### src/design/aux_step_pkg.sv
// Constants shared by the auxiliary converter step setup bank
package aux_step_pkg;

  // ---------------------------------------------------------------
  // Bus and bank shape
  // ---------------------------------------------------------------
  localparam int ADDR_W    = 8;
  localparam int DATA_W    = 16;
  localparam int NUM_STEPS = 2;

  // ---------------------------------------------------------------
  // Register offsets and reset values
  // ---------------------------------------------------------------
  localparam logic [ADDR_W-1:0] STEP_TWO_ADDR    = 8'h92;
  localparam logic [ADDR_W-1:0] STEP_THREE_ADDR  = 8'h93;
  localparam logic [DATA_W-1:0] STEP_TWO_RESET   = 16'h0002;
  localparam logic [DATA_W-1:0] STEP_THREE_RESET = 16'h0003;

  // ---------------------------------------------------------------
  // Field layout, identical for every step
  // ---------------------------------------------------------------
  localparam int ENABLE_BIT = 15;
  localparam int GAIN_HI    = 14;
  localparam int GAIN_LO    = 13;
  localparam int RSV_HI     = 12;
  localparam int RSV_LO     = 5;
  localparam int NEG_BIT    = 4;
  localparam int POS_HI     = 3;
  localparam int POS_LO     = 0;

  // Writable bits: enable, gain, negative and positive select
  localparam logic [DATA_W-1:0] WRITE_MASK = 16'he01f;

  // ---------------------------------------------------------------
  // Encodings
  // ---------------------------------------------------------------
  localparam logic [1:0] GAIN_CODE_X1 = 2'h0;
  localparam logic [1:0] GAIN_CODE_X2 = 2'h1;
  localparam logic [2:0] GAIN_FACTOR_1 = 3'h1;
  localparam logic [2:0] GAIN_FACTOR_2 = 3'h2;
  localparam logic [2:0] GAIN_FACTOR_4 = 3'h4;
  // First positive code whose negative input is picked internally
  localparam logic [3:0] AUTO_NEG_MIN = 4'h8;

endpackage : aux_step_pkg

### src/design/aux_adc_sequence_step_config.sv
// Setup register bank for sequencer steps two and three
`timescale 1ns/10ps

// Summary of operation
// Bit 15 enables the step when set; resets to zero.
// Bits 14:13 pick gain: 00b one, 01b two, 10b and 11b four.
// Bit 4 picks negative input: zero analog ground, one analog input seven.
// Bits 3:0 pick positive input: inputs zero to seven, sensor, ground short.
// Positive codes from 1000b up choose negative input themselves; bit 4 ignored.
// Step two setup at 92h, resets to 0002h: disabled, gain one, input two.
// Step three setup at 93h, same layout, resets to 0003h, input three.
// Bits 12:5 are reserved, read zero and ignore writes.
module aux_adc_sequence_step_config
  import aux_step_pkg::*;
(
  input  wire logic              ref_clk_i,
  input  wire logic              rstn_i,
  input  wire logic              clk_en_i,
  input  wire logic [ADDR_W-1:0] addr_i,
  input  wire logic [DATA_W-1:0] wr_data_i,
  input  wire logic              wr_en_i,
  input  wire logic              rd_en_i,
  output logic      [DATA_W-1:0] rd_data_o,
  output logic                   step_two_enable_o,
  output logic      [1:0]        step_two_gain_o,
  output logic      [2:0]        step_two_gain_factor_o,
  output logic                   step_two_negative_select_o,
  output logic                   step_two_negative_auto_o,
  output logic      [3:0]        step_two_positive_select_o,
  output logic                   step_three_enable_o,
  output logic      [1:0]        step_three_gain_o,
  output logic      [2:0]        step_three_gain_factor_o,
  output logic                   step_three_negative_select_o,
  output logic                   step_three_negative_auto_o,
  output logic      [3:0]        step_three_positive_select_o
);

  // ---------------------------------------------------------------
  // State
  // ---------------------------------------------------------------
  typedef struct packed {
    logic [NUM_STEPS-1:0][DATA_W-1:0] setup;
    logic [DATA_W-1:0]                rd_data;
    logic [NUM_STEPS-1:0]             enable;
    logic [NUM_STEPS-1:0][1:0]        gain;
    logic [NUM_STEPS-1:0][2:0]        factor;
    logic [NUM_STEPS-1:0]             neg;
    logic [NUM_STEPS-1:0]             neg_auto;
    logic [NUM_STEPS-1:0][3:0]        pos;
    logic                             fresh;     // High until the first enabled edge
  } bank_state_t;

  // Index 0 is step two, index 1 is step three
  localparam logic [NUM_STEPS-1:0][ADDR_W-1:0] STEP_ADDR  = {STEP_THREE_ADDR, STEP_TWO_ADDR};
  localparam logic [NUM_STEPS-1:0][DATA_W-1:0] STEP_RESET = {STEP_THREE_RESET, STEP_TWO_RESET};

  bank_state_t                      st;
  bank_state_t                      next_st;
  logic [NUM_STEPS-1:0][DATA_W-1:0] next_setup;
  logic [NUM_STEPS-1:0]             dec_enable;
  logic [NUM_STEPS-1:0][1:0]        dec_gain;
  logic [NUM_STEPS-1:0][2:0]        dec_factor;
  logic [NUM_STEPS-1:0]             dec_neg;
  logic [NUM_STEPS-1:0]             dec_auto;
  logic [NUM_STEPS-1:0][3:0]        dec_pos;

  // ---------------------------------------------------------------
  // Per step write path and decode
  // ---------------------------------------------------------------

  // Decode works on the next word so outputs track the register exactly
  // Costs a decoder per step ahead of the flops, but keeps every output registered
  for (genvar i = 0; i < NUM_STEPS; i++) begin : g_step
    // Reserved bits dropped at the door, so they always read zero
    assign next_setup[i] = (wr_en_i && (addr_i == STEP_ADDR[i])) ?
                           (wr_data_i & WRITE_MASK) : st.setup[i];   // see R6 see R7

    step_setup_decode u_decode (
      .setup_i           (next_setup[i]),
      .enable_o          (dec_enable[i]),
      .gain_o            (dec_gain[i]),
      .gain_factor_o     (dec_factor[i]),
      .negative_select_o (dec_neg[i]),
      .negative_auto_o   (dec_auto[i]),
      .positive_select_o (dec_pos[i])
    );
  end

  // ---------------------------------------------------------------
  // Next state
  // ---------------------------------------------------------------

  // Read data is zero except in the cycle after a read strobe
  always_comb begin
    next_st          = st;
    next_st.setup    = next_setup;
    next_st.enable   = dec_enable;
    next_st.gain     = dec_gain;
    next_st.factor   = dec_factor;
    next_st.neg      = dec_neg;
    next_st.neg_auto = dec_auto;
    next_st.pos      = dec_pos;
    next_st.rd_data  = '0;
    next_st.fresh    = 1'b0;
    if (rd_en_i) begin
      for (int k = 0; k < NUM_STEPS; k++) begin
        if (addr_i == STEP_ADDR[k]) begin
          next_st.rd_data = st.setup[k];
        end
      end
    end
  end

  // Reset loads the default channel per step; enable low freezes all
  always_ff @(posedge ref_clk_i or negedge rstn_i) begin
    if (!rstn_i) begin
      st           <= '0;
      st.setup     <= STEP_RESET;                                // see R6
      st.factor[0] <= GAIN_FACTOR_1;
      st.factor[1] <= GAIN_FACTOR_1;
      st.pos[0]    <= STEP_TWO_RESET[POS_HI:POS_LO];
      st.pos[1]    <= STEP_THREE_RESET[POS_HI:POS_LO];
      st.fresh     <= 1'b1;
    end else if (clk_en_i) begin
      st <= next_st;
    end
  end

  // ---------------------------------------------------------------
  // Outputs, all straight from the state register
  // ---------------------------------------------------------------
  assign rd_data_o                    = st.rd_data;
  assign step_two_enable_o            = st.enable[0];
  assign step_two_gain_o              = st.gain[0];
  assign step_two_gain_factor_o       = st.factor[0];
  assign step_two_negative_select_o   = st.neg[0];
  assign step_two_negative_auto_o     = st.neg_auto[0];
  assign step_two_positive_select_o   = st.pos[0];
  assign step_three_enable_o          = st.enable[1];
  assign step_three_gain_o            = st.gain[1];
  assign step_three_gain_factor_o     = st.factor[1];
  assign step_three_negative_select_o = st.neg[1];
  assign step_three_negative_auto_o   = st.neg_auto[1];
  assign step_three_positive_select_o = st.pos[1];

  for (genvar i = 0; i < NUM_STEPS; i++) begin : g_check

  end
endmodule : aux_adc_sequence_step_config

### src/design/step_setup_decode.sv
// Field decoder for one sequencer step setup word
`timescale 1ns/10ps

module step_setup_decode
  import aux_step_pkg::*;
(
  input  wire logic [DATA_W-1:0] setup_i,
  output logic                   enable_o,
  output logic [1:0]             gain_o,
  output logic [2:0]             gain_factor_o,
  output logic                   negative_select_o,
  output logic                   negative_auto_o,
  output logic [3:0]             positive_select_o
);

  // ---------------------------------------------------------------
  // Field split and meaning
  // ---------------------------------------------------------------

  // Plain fields
  assign enable_o          = setup_i[ENABLE_BIT];
  assign gain_o            = setup_i[GAIN_HI:GAIN_LO];
  assign positive_select_o = setup_i[POS_HI:POS_LO];

  // Internal sources pick their own return path
  assign negative_auto_o   = (setup_i[POS_HI:POS_LO] >= AUTO_NEG_MIN);
  // Select bit masked so downstream never sees a stale choice
  assign negative_select_o = setup_i[NEG_BIT] & ~negative_auto_o;    // see R3

  // Codes 10b and 11b both mean gain four
  always_comb begin
    case (setup_i[GAIN_HI:GAIN_LO])
      GAIN_CODE_X1: gain_factor_o = GAIN_FACTOR_1;
      GAIN_CODE_X2: gain_factor_o = GAIN_FACTOR_2;
      default:      gain_factor_o = GAIN_FACTOR_4;
    endcase
  end

endmodule : step_setup_decode

### config.mk
export PLATFORM = sky130hd
export DESIGN_NAME = aux_adc_sequence_step_config
export DESIGN_NICKNAME = d
export VERILOG_FILES = /design/src/design/aux_step_pkg.sv /design/src/design/aux_adc_sequence_step_config.sv /design/src/design/step_setup_decode.sv
export SDC_FILE = /design/constraint.sdc
export NUM_CORES = 1
export LEC_CHECK = 0
export BUFFER_PORTS_ARGS = -buffer_cell sky130_fd_sc_hd__buf_2
export CORE_ASPECT_RATIO = 0.6
export CORE_MARGIN = 1
export CORE_UTILIZATION = 43
export DETAILED_ROUTE_END_ITERATION = 16
export PLACE_DENSITY = 0.75
export RECOVER_POWER = 25
export SYNTH_ARGS = -nofsm -noshare
export SYNTH_HDL_FRONTEND = slang
export SYNTH_SLANG_ARGS = --single-unit
export TNS_END_PERCENT = 50
### constraint.sdc
create_clock -name ref_clk_i -period 1.1 [get_ports ref_clk_i]
set_input_delay 0.055 -clock ref_clk_i [delete_from_list [all_inputs] [get_ports ref_clk_i]]
set_output_delay 0.055 -clock ref_clk_i [all_outputs]
set_load 0.05 [all_outputs]
After elaboration in Yosys (flattened, before gate mapping)
Index checks and enable logic that the tools add are counted.
Storage, ports and cells
  bits of input ports: 29
  bits in registers: 56
  logic and storage cells: 33
Cells by class
  eq/ne operators: 4
  reduce and logical (&&, ||, !) cells: 4
  muxes and demuxes: 7
  $lt $le $gt $ge: 2
  bitwise logic cells: 4
Operator list (number)
  $mux 16: 5
  $eq 8x8->1 const B: 2
  $pmux 3 s2: 2
  $ge 4x4->1 const B: 2
  $eq 2x1->1 const B: 2
  $logic_not 2->1: 2
  $and 1x1->1: 2
  $logic_and 1x1->1: 2
  $not 1->1: 2

Depth between registers and ports, before layout
Gate-level depths: netlist of run 1.
  word-level depth: 6
  gate-level depth with buffers: 5
  depth with buffers taken out: 3

By module
Synthesis of run 1 repeated with hierarchy kept, for this count alone.
Second synthesis, totals
  cell total of the unflattened synthesis: 291
  area, all modules: 3530.9 µm²
By module, submodules not included
  aux_adc_sequence_step_config: seq. area each 1811.7 µm², cells each 267, area each 3378.2 µm², times used 1
  step_setup_decode: seq. area each 0.0 µm², cells each 12, area each 76.3 µm², times used 2

Least setup slack after synthesis of run 1
OpenSTA, ideal clock, no wires.
  path kind: reg-to-reg
  from: reg, netlist name step_three_negative_auto_o
  to: reg st, in the netlist step_three_negative_select_o
  setup slack: -132 ps
  setup time: 126 ps
  arrival time: 1106 ps
  period minus slack after synthesis: 1232 ps
  required time: 974 ps
  path buffers: 0
  cell stages (with the launch flop): 4
  cells stage by stage: dfrtp_1 > nand3b_1 > a31oi_1 > a221o_1
RTL lines
  end signal, assigned: RTL line aux_adc_sequence_step_config.sv:125  | st <= next_st;
  end, declared: RTL line aux_adc_sequence_step_config.sv:57  | bank_state_t st;

==> results.toml, run 1 <==
[outcome]
status = "complete, but fails checks"
violations = "negative setup slack"

[timing]
tns_ns = -0.0261
relSlewSlack_pct = 51.9
rsz0062_at_grt = "yes"
slew_violations = 0
max_freq_mhz = 888
finalHoldViolations = 0
layout_min_cycle_time_ns = 1.13
tightest_slew_ns = 0.722
fin_ws_ns = -0.0261
setup_viol = 1
fin_crit_sh_pct = 102
skew_ns = 0.00565

[die]
fp.dieW_um = 83.4
num_rows = 17
core_um2 = 3740
die_y_um = 50.8
initial_utilization_pct = 45.7
boundaryPins = 69
dieArea_um2 = 4240

[logic_synthesis]
synth.avg_cell_area_um2 = 12.7
synthTopCellsByCount = "35 x buf_4, 25 x dfrtp_1, 16 x mux2_4"
ys_async_sr_fraction_pct = 100
yosys.area.top_type = "dfrtp_1"
yosysWarnings = 0
ys_seq_area_share_pct = 44.3
ys_seq_elements = 30
synthTopCellsByArea = "dfrtp_1 37%, buf_4 15%, mux2_4 14%"
synth_most_common_cell = "buf_4"
synth-edff-count = 0
syn_area_um2 = 1710
synth_cell_type_count = 26
ys.flop_type = "dfrtp_1"
synth_top_area_share_pct = 36.6
synth_cells = 135

[critical_path]
slowest_delay_ns = 0.39
worstPathRequired_ns = 1.33
crit_slowest_cell = "or3b_4"
end_kind = "flop"
critPathArrivalTime_ns = 1.35
crit_type = "flop to flop"
cp_cell_sequence = "or3b_4 -> a31oi_1 -> a221o_1"
cp_max_fo = 2
start_kind = "flop"
r2r_slack_ns = -0.03

[clocking]
clk_latency_ns = 0.28
clock-sinks = 30
cts-root-buf = "clkbuf_8"
htreeDepth = 2
tritoncts = "done"
cts_buffers = 5
clockBufferDepth = 2
cts.clk_slew.worst_paths_ns = 0.06
post-cts-setup-buffer-count = 0

[final_layout]
syn2layout_area_growth_pct = 16.1
drive_gt1_share_pct = 56.9
diodes = 0
fin_util_pct = 53.0
final-instance-count-excl-fill = 221
nets = 202

[detailed_routing]
wl_per_cell_um = 16.3
drt_wl_total_mm = 3.61
remaining_drc_errors = 0
dr.pass1.iters = 4
via_per_inst = 5.32
antenna_left = 0
vias = 1175
dr.first_iter.drc_count = 53

[power_and_ir_drop]
comb_power_share_pct = 16.1
peakVddDrop_mv = 0.652
p_clk_share_pct = 36.5
p_leak_uw = 0.000997
sw_frac_of_total_pct = 27.7
p_int_uw = 1770
powerDensity_nw_per_um2 = 1230
p_sw_uw = 675
seqPwrFrac_pct = 47.3

[global_route]
grt_max_degree = 31
grtUsageTotal_pct = 19.2
antenna_found_initial = 0
grt_pass1_vias = 1197
grt_overflow_total = 0
grt_pass1_wl_mm = 6.00

[place]
dp.cells = 212
dpl.hpwl_mm = 2.65
pre_cts_slack_ns = -0.204
place_congestion = 0.811
port_buffers = 52

[worst_hold_path]
hold_class = "input pin to flop"

[job]
drv_cap = 0
-- cell families (layout without fill, tap and decap cells) --
| family | count (synthesis) | after routing | share of synthesized area [%] |
|---|---|---|---|
| buf+inv | 43 | 75 | 19.1 |
| simple gates | 17 | 17 | 8.71 |
| compound gates | 28 | 28 | 13.6 |
| flops | 30 | 30 | 44.3 |
| mux | 16 | 16 | 14.1 |
| other cells | 1 | 8 | 0.219 |
-- layout by cell type (no fill, tap or decap), types with 4 or more instances in the layout --
master,instances
conb_1,8
clkbuf_8,6
buf_6,4
a31oi_1,4
buf_2,41
o2bb2ai_1,8
buf_4,18
dfstp_2,5
a221o_1,6
a22oi_1,8
mux2_4,16
dfrtp_1,24
-- area by class of cell --
cell class                      instances  area, um2
Clock buffer                            7       86.3
Sequential cell                        30        758
Timing Repair Buffer                   66        415
Inverter                                1       3.75
Clock inverter                          1       5.00
Fill cell                             333       1760
Tap cell                               47       58.8
Multi-Input combinational cell         69        657
-- stage by stage --
step | hold WS [ns] | instance area [um2] | power [uW]
final | 0.0187 | 1980 | 2440
after global routing | 0.00433 | 1980 | 2570
after CTS | 0.0127 | 1950 | 2460
after detailed placement | 0.0854 | 1830 | 1550
after global placement | 0.0755 | 1830 | 1540
after floorplan | -0.241 | 1740 | 1470
-- metal layers --
layer	vias up	GRT usage (%)	wire length [um]
li1	536	-	-
met1	590	24.2	1690
met2	46	30.9	1660
met3	3	8.24	240
met4	0	4.89	20
met5	-	0	0
-- worst paths after layout --
path,start,to,cells past startpoint
min reg2reg,rd_data_o[14],rd_data_o[14],1
max reg2reg,flop,step_three_gain_factor_o[0],3
max,flop,step_three_gain_factor_o[0],3
max in group asynchronous,rstn_i,step_three_negative_auto_o,3
min,wr_data_i[0],flop,2
min in group asynchronous,rstn_i,rd_data_o[0],3
-- power by group through the flow --
stage | Combinational [uW] | Clock (uW) | Sequential [uW]
2_1_floorplan | 275 | 0 | 1190
3_3_place_gp | 367 | 0 | 1170
3_5_place_dp | 376 | 0 | 1170
4_1_cts | 389 | 918 | 1150
5_1_grt | 415 | 992 | 1160
6_report | 393 | 892 | 1160
-- repair_timing --
action	4_1_cts	5_1_grt
setup endpoints to repair	7	9
resized for setup	9	14
hold endpoints to repair	25	0
hold buffers	1	0
gates cloned	0	0
pin swaps	1	0
-- worst max-delay path, delay by kind of cell, from the launching register on --
family	cells	cell delay (ns)
compound gates	2	0.30
flops	1	0.38
simple gates	1	0.39
(Power assumes the default switching activity.)
==> run 2: changes to the inputs <==
--- a/config.mk
+++ b/config.mk
@@ -8,9 +8,9 @@
 export BUFFER_PORTS_ARGS = -buffer_cell sky130_fd_sc_hd__buf_2
 export CORE_ASPECT_RATIO = 0.6
 export CORE_MARGIN = 1
-export CORE_UTILIZATION = 43
+export CORE_UTILIZATION = 48
 export DETAILED_ROUTE_END_ITERATION = 16
-export PLACE_DENSITY = 0.75
+export PLACE_DENSITY = 0.79
 export RECOVER_POWER = 25
 export SYNTH_ARGS = -nofsm -noshare
 export SYNTH_HDL_FRONTEND = slang
==> constraint.sdc (replaced) <==
create_clock -name ref_clk_i -period 1.25 [get_ports ref_clk_i]
set_input_delay 0.0625 -clock ref_clk_i [delete_from_list [all_inputs] [get_ports ref_clk_i]]
set_output_delay 0.0625 -clock ref_clk_i [all_outputs]
set_load 0.05 [all_outputs]
==> run 2 against run 1 <==
Against the previous run: the flow now finishes without violations; first-iteration DRC count decreased by 38%; design area down 4.3%; clock power decreased by 15%; register-to-register slack improved by 0.09 ns; critical path depth is the same; via count shrank 0.60%; routed wire length down 5.9%; global-route usage is 0.34 points higher; sequential power is 12% lower; fmax is 4.8% lower; clock skew shrank 0.0036 ns; clock-buffer cell count down 1; critical path type unchanged; critical endpoint unchanged; largest cell class unchanged.
==> results.toml, run 2 (same netlist as run 1, synthesis figures left out) <==
[outcome]
status = "finished, final reports clean"

[final_layout]
seq_area_um2 = 757
final_common_cell = "buf_2"
nFillCells = 311
syn2layout_area_growth_pct = 11.1
diodes = 0
final_cell_mix = "51 x buf_2, 25 x dfrtp_1, 16 x mux2_4"
final_cell_area_um2 = 1900
multiInputGateArea_um2 = 654
nets = 199
drive_gt1_share_pct = 55.6

[place]
dpl_cell_area_um2 = 1800
port_buffers = 52
place_congestion = 0.845
dpl.hpwl_mm = 2.49

[die]
die_y_um = 48.2
core_um2 = 3320
dieArea_um2 = 3810
fp.dieW_um = 79.0
boundaryPins = 69
num_rows = 16
initial_utilization_pct = 51.4

[power_and_ir_drop]
powerDensity_nw_per_um2 = 1100
finalPower_uw = 2090
peakVddDrop_mv = 0.626
p_leak_uw = 0.000975

[detailed_routing]
antenna_left = 0
via_per_inst = 5.41
drt_wl_total_mm = 3.40
vias = 1168
dr.pass1.iters = 5
wl_per_cell_um = 15.7
remaining_drc_errors = 0
dr.first_iter.drc_count = 33

[global_route]
grt_overflow_total = 0
grt_pass1_vias = 1055
grt_pass1_wl_mm = 5.21
antenna_found_initial = 0
grt_max_degree = 31
grtUsageTotal_pct = 19.6

[clocking]
clk_latency_ns = 0.28
post-cts-setup-buffer-count = 0
clockBufferDepth = 2
cts_buffers = 5
clock-sinks = 30
cts-root-buf = "clkbuf_8"
tritoncts = "done"
cts.clk_slew.worst_paths_ns = 0.06
htreeDepth = 2

[critical_path]
critPathArrivalTime_ns = 1.41
worstPathRequired_ns = 1.48
start_kind = "flop"
end_kind = "flop"
crit_type = "flop to flop"
cp_cell_sequence = "or3b_2 -> a31oi_1 -> a221o_1"
slowest_delay_ns = 0.47
cp_max_fo = 2
crit_slowest_cell = "or3b_2"

[timing]
rsz0062_at_grt = "no"
relSlewSlack_pct = 52.3
finalHoldViolations = 0
tightest_slew_ns = 0.716
tns_ns = 0
setup_viol = 0
slew_violations = 0
max_freq_mhz = 845
fin_crit_sh_pct = 94.6
layout_min_cycle_time_ns = 1.18
skew_ns = 0.00209

[job]
drv_cap = 0

[worst_hold_path]
hold_class = "input pin to flop"
==> run 2: path summary, 6_finish.rpt <==
kind / from / to / slack [ns] / cells after the start
max in group asynchronous: rstn_i / step_three_gain_factor_o[1] / 0.43 / 2
min in group asynchronous: rstn_i / rd_data_o[3] / 0.37 / 2
max: st[70] / step_three_gain_factor_o[0] / 0.07 / 3
min: wr_data_i[2] / flop / 0.02 / 2
min reg2reg: rd_data_o[1] / rd_data_o[1] / 0.49 / 1
max reg2reg: st[70] / step_three_gain_factor_o[0] / 0.07 / 3
==> run 2: metal layers <==
metal | vias up | routed length (um) | part of all wire, % | GRT usage [%]
li1 | 530 | - | - | -
met1 | 577 | 1550 | 45 | 24.5
met2 | 54 | 1570 | 46 | 33.4
met3 | 7 | 225 | 6.6 | 5.23
met4 | 0 | 55 | 1.6 | 8.73
met5 | - | 0 | 0 | 0
==> run 2: layout make-up <==
| cell class | count | area share (%) |
|---|---|---|
| flip-flops and latches | 30 | 39.9 |
| multi-input cells | 69 | 34.5 |
| repair buffers | 63 | 18.2 |
| clock buffers | 6 | 3.82 |
| well taps | 45 | 2.96 |
| clock inverters | 2 | 0.527 |
| inverters | 1 | 0.198 |
==> run 2: what timing repair did <==
action	CTS	global route
endpoints found under the hold margin	25	0
endpoints found under the setup margin	0	1
hold buffers	1	0
resized for setup	0	1
==> run 2: report_power, final <==
part / total (uW) / internal, uW / switching [uW]
Sequential: 1020 / 999 / 15.8
Clock: 754 / 385 / 369
Combinational: 324 / 95.5 / 228
==> run 2: critical path, delay by kind of cell (launching register included) <==
family | cells | cell delay, ns
and+or+nand+nor | 1 | 0.47
DFF | 1 | 0.37
AOI/OAI and AO/OA | 2 | 0.29
==> run 2: per-stage QoR <==
step | hold WS, ns | instances | setup WS [ns] | utilization (%)
5_1_grt | 0.0128 | 216 | 0.00888 | 57.2
6_report | 0.0212 | 216 | 0.0670 | 57.2
3_3_place_gp | 0.0950 | 207 | -0.0380 | 54.3
4_1_cts | 0.0136 | 216 | 0.0571 | 57.1
2_1_floorplan | -0.233 | 142 | 0.0178 | -
3_5_place_dp | 0.126 | 207 | -0.0651 | 54.3
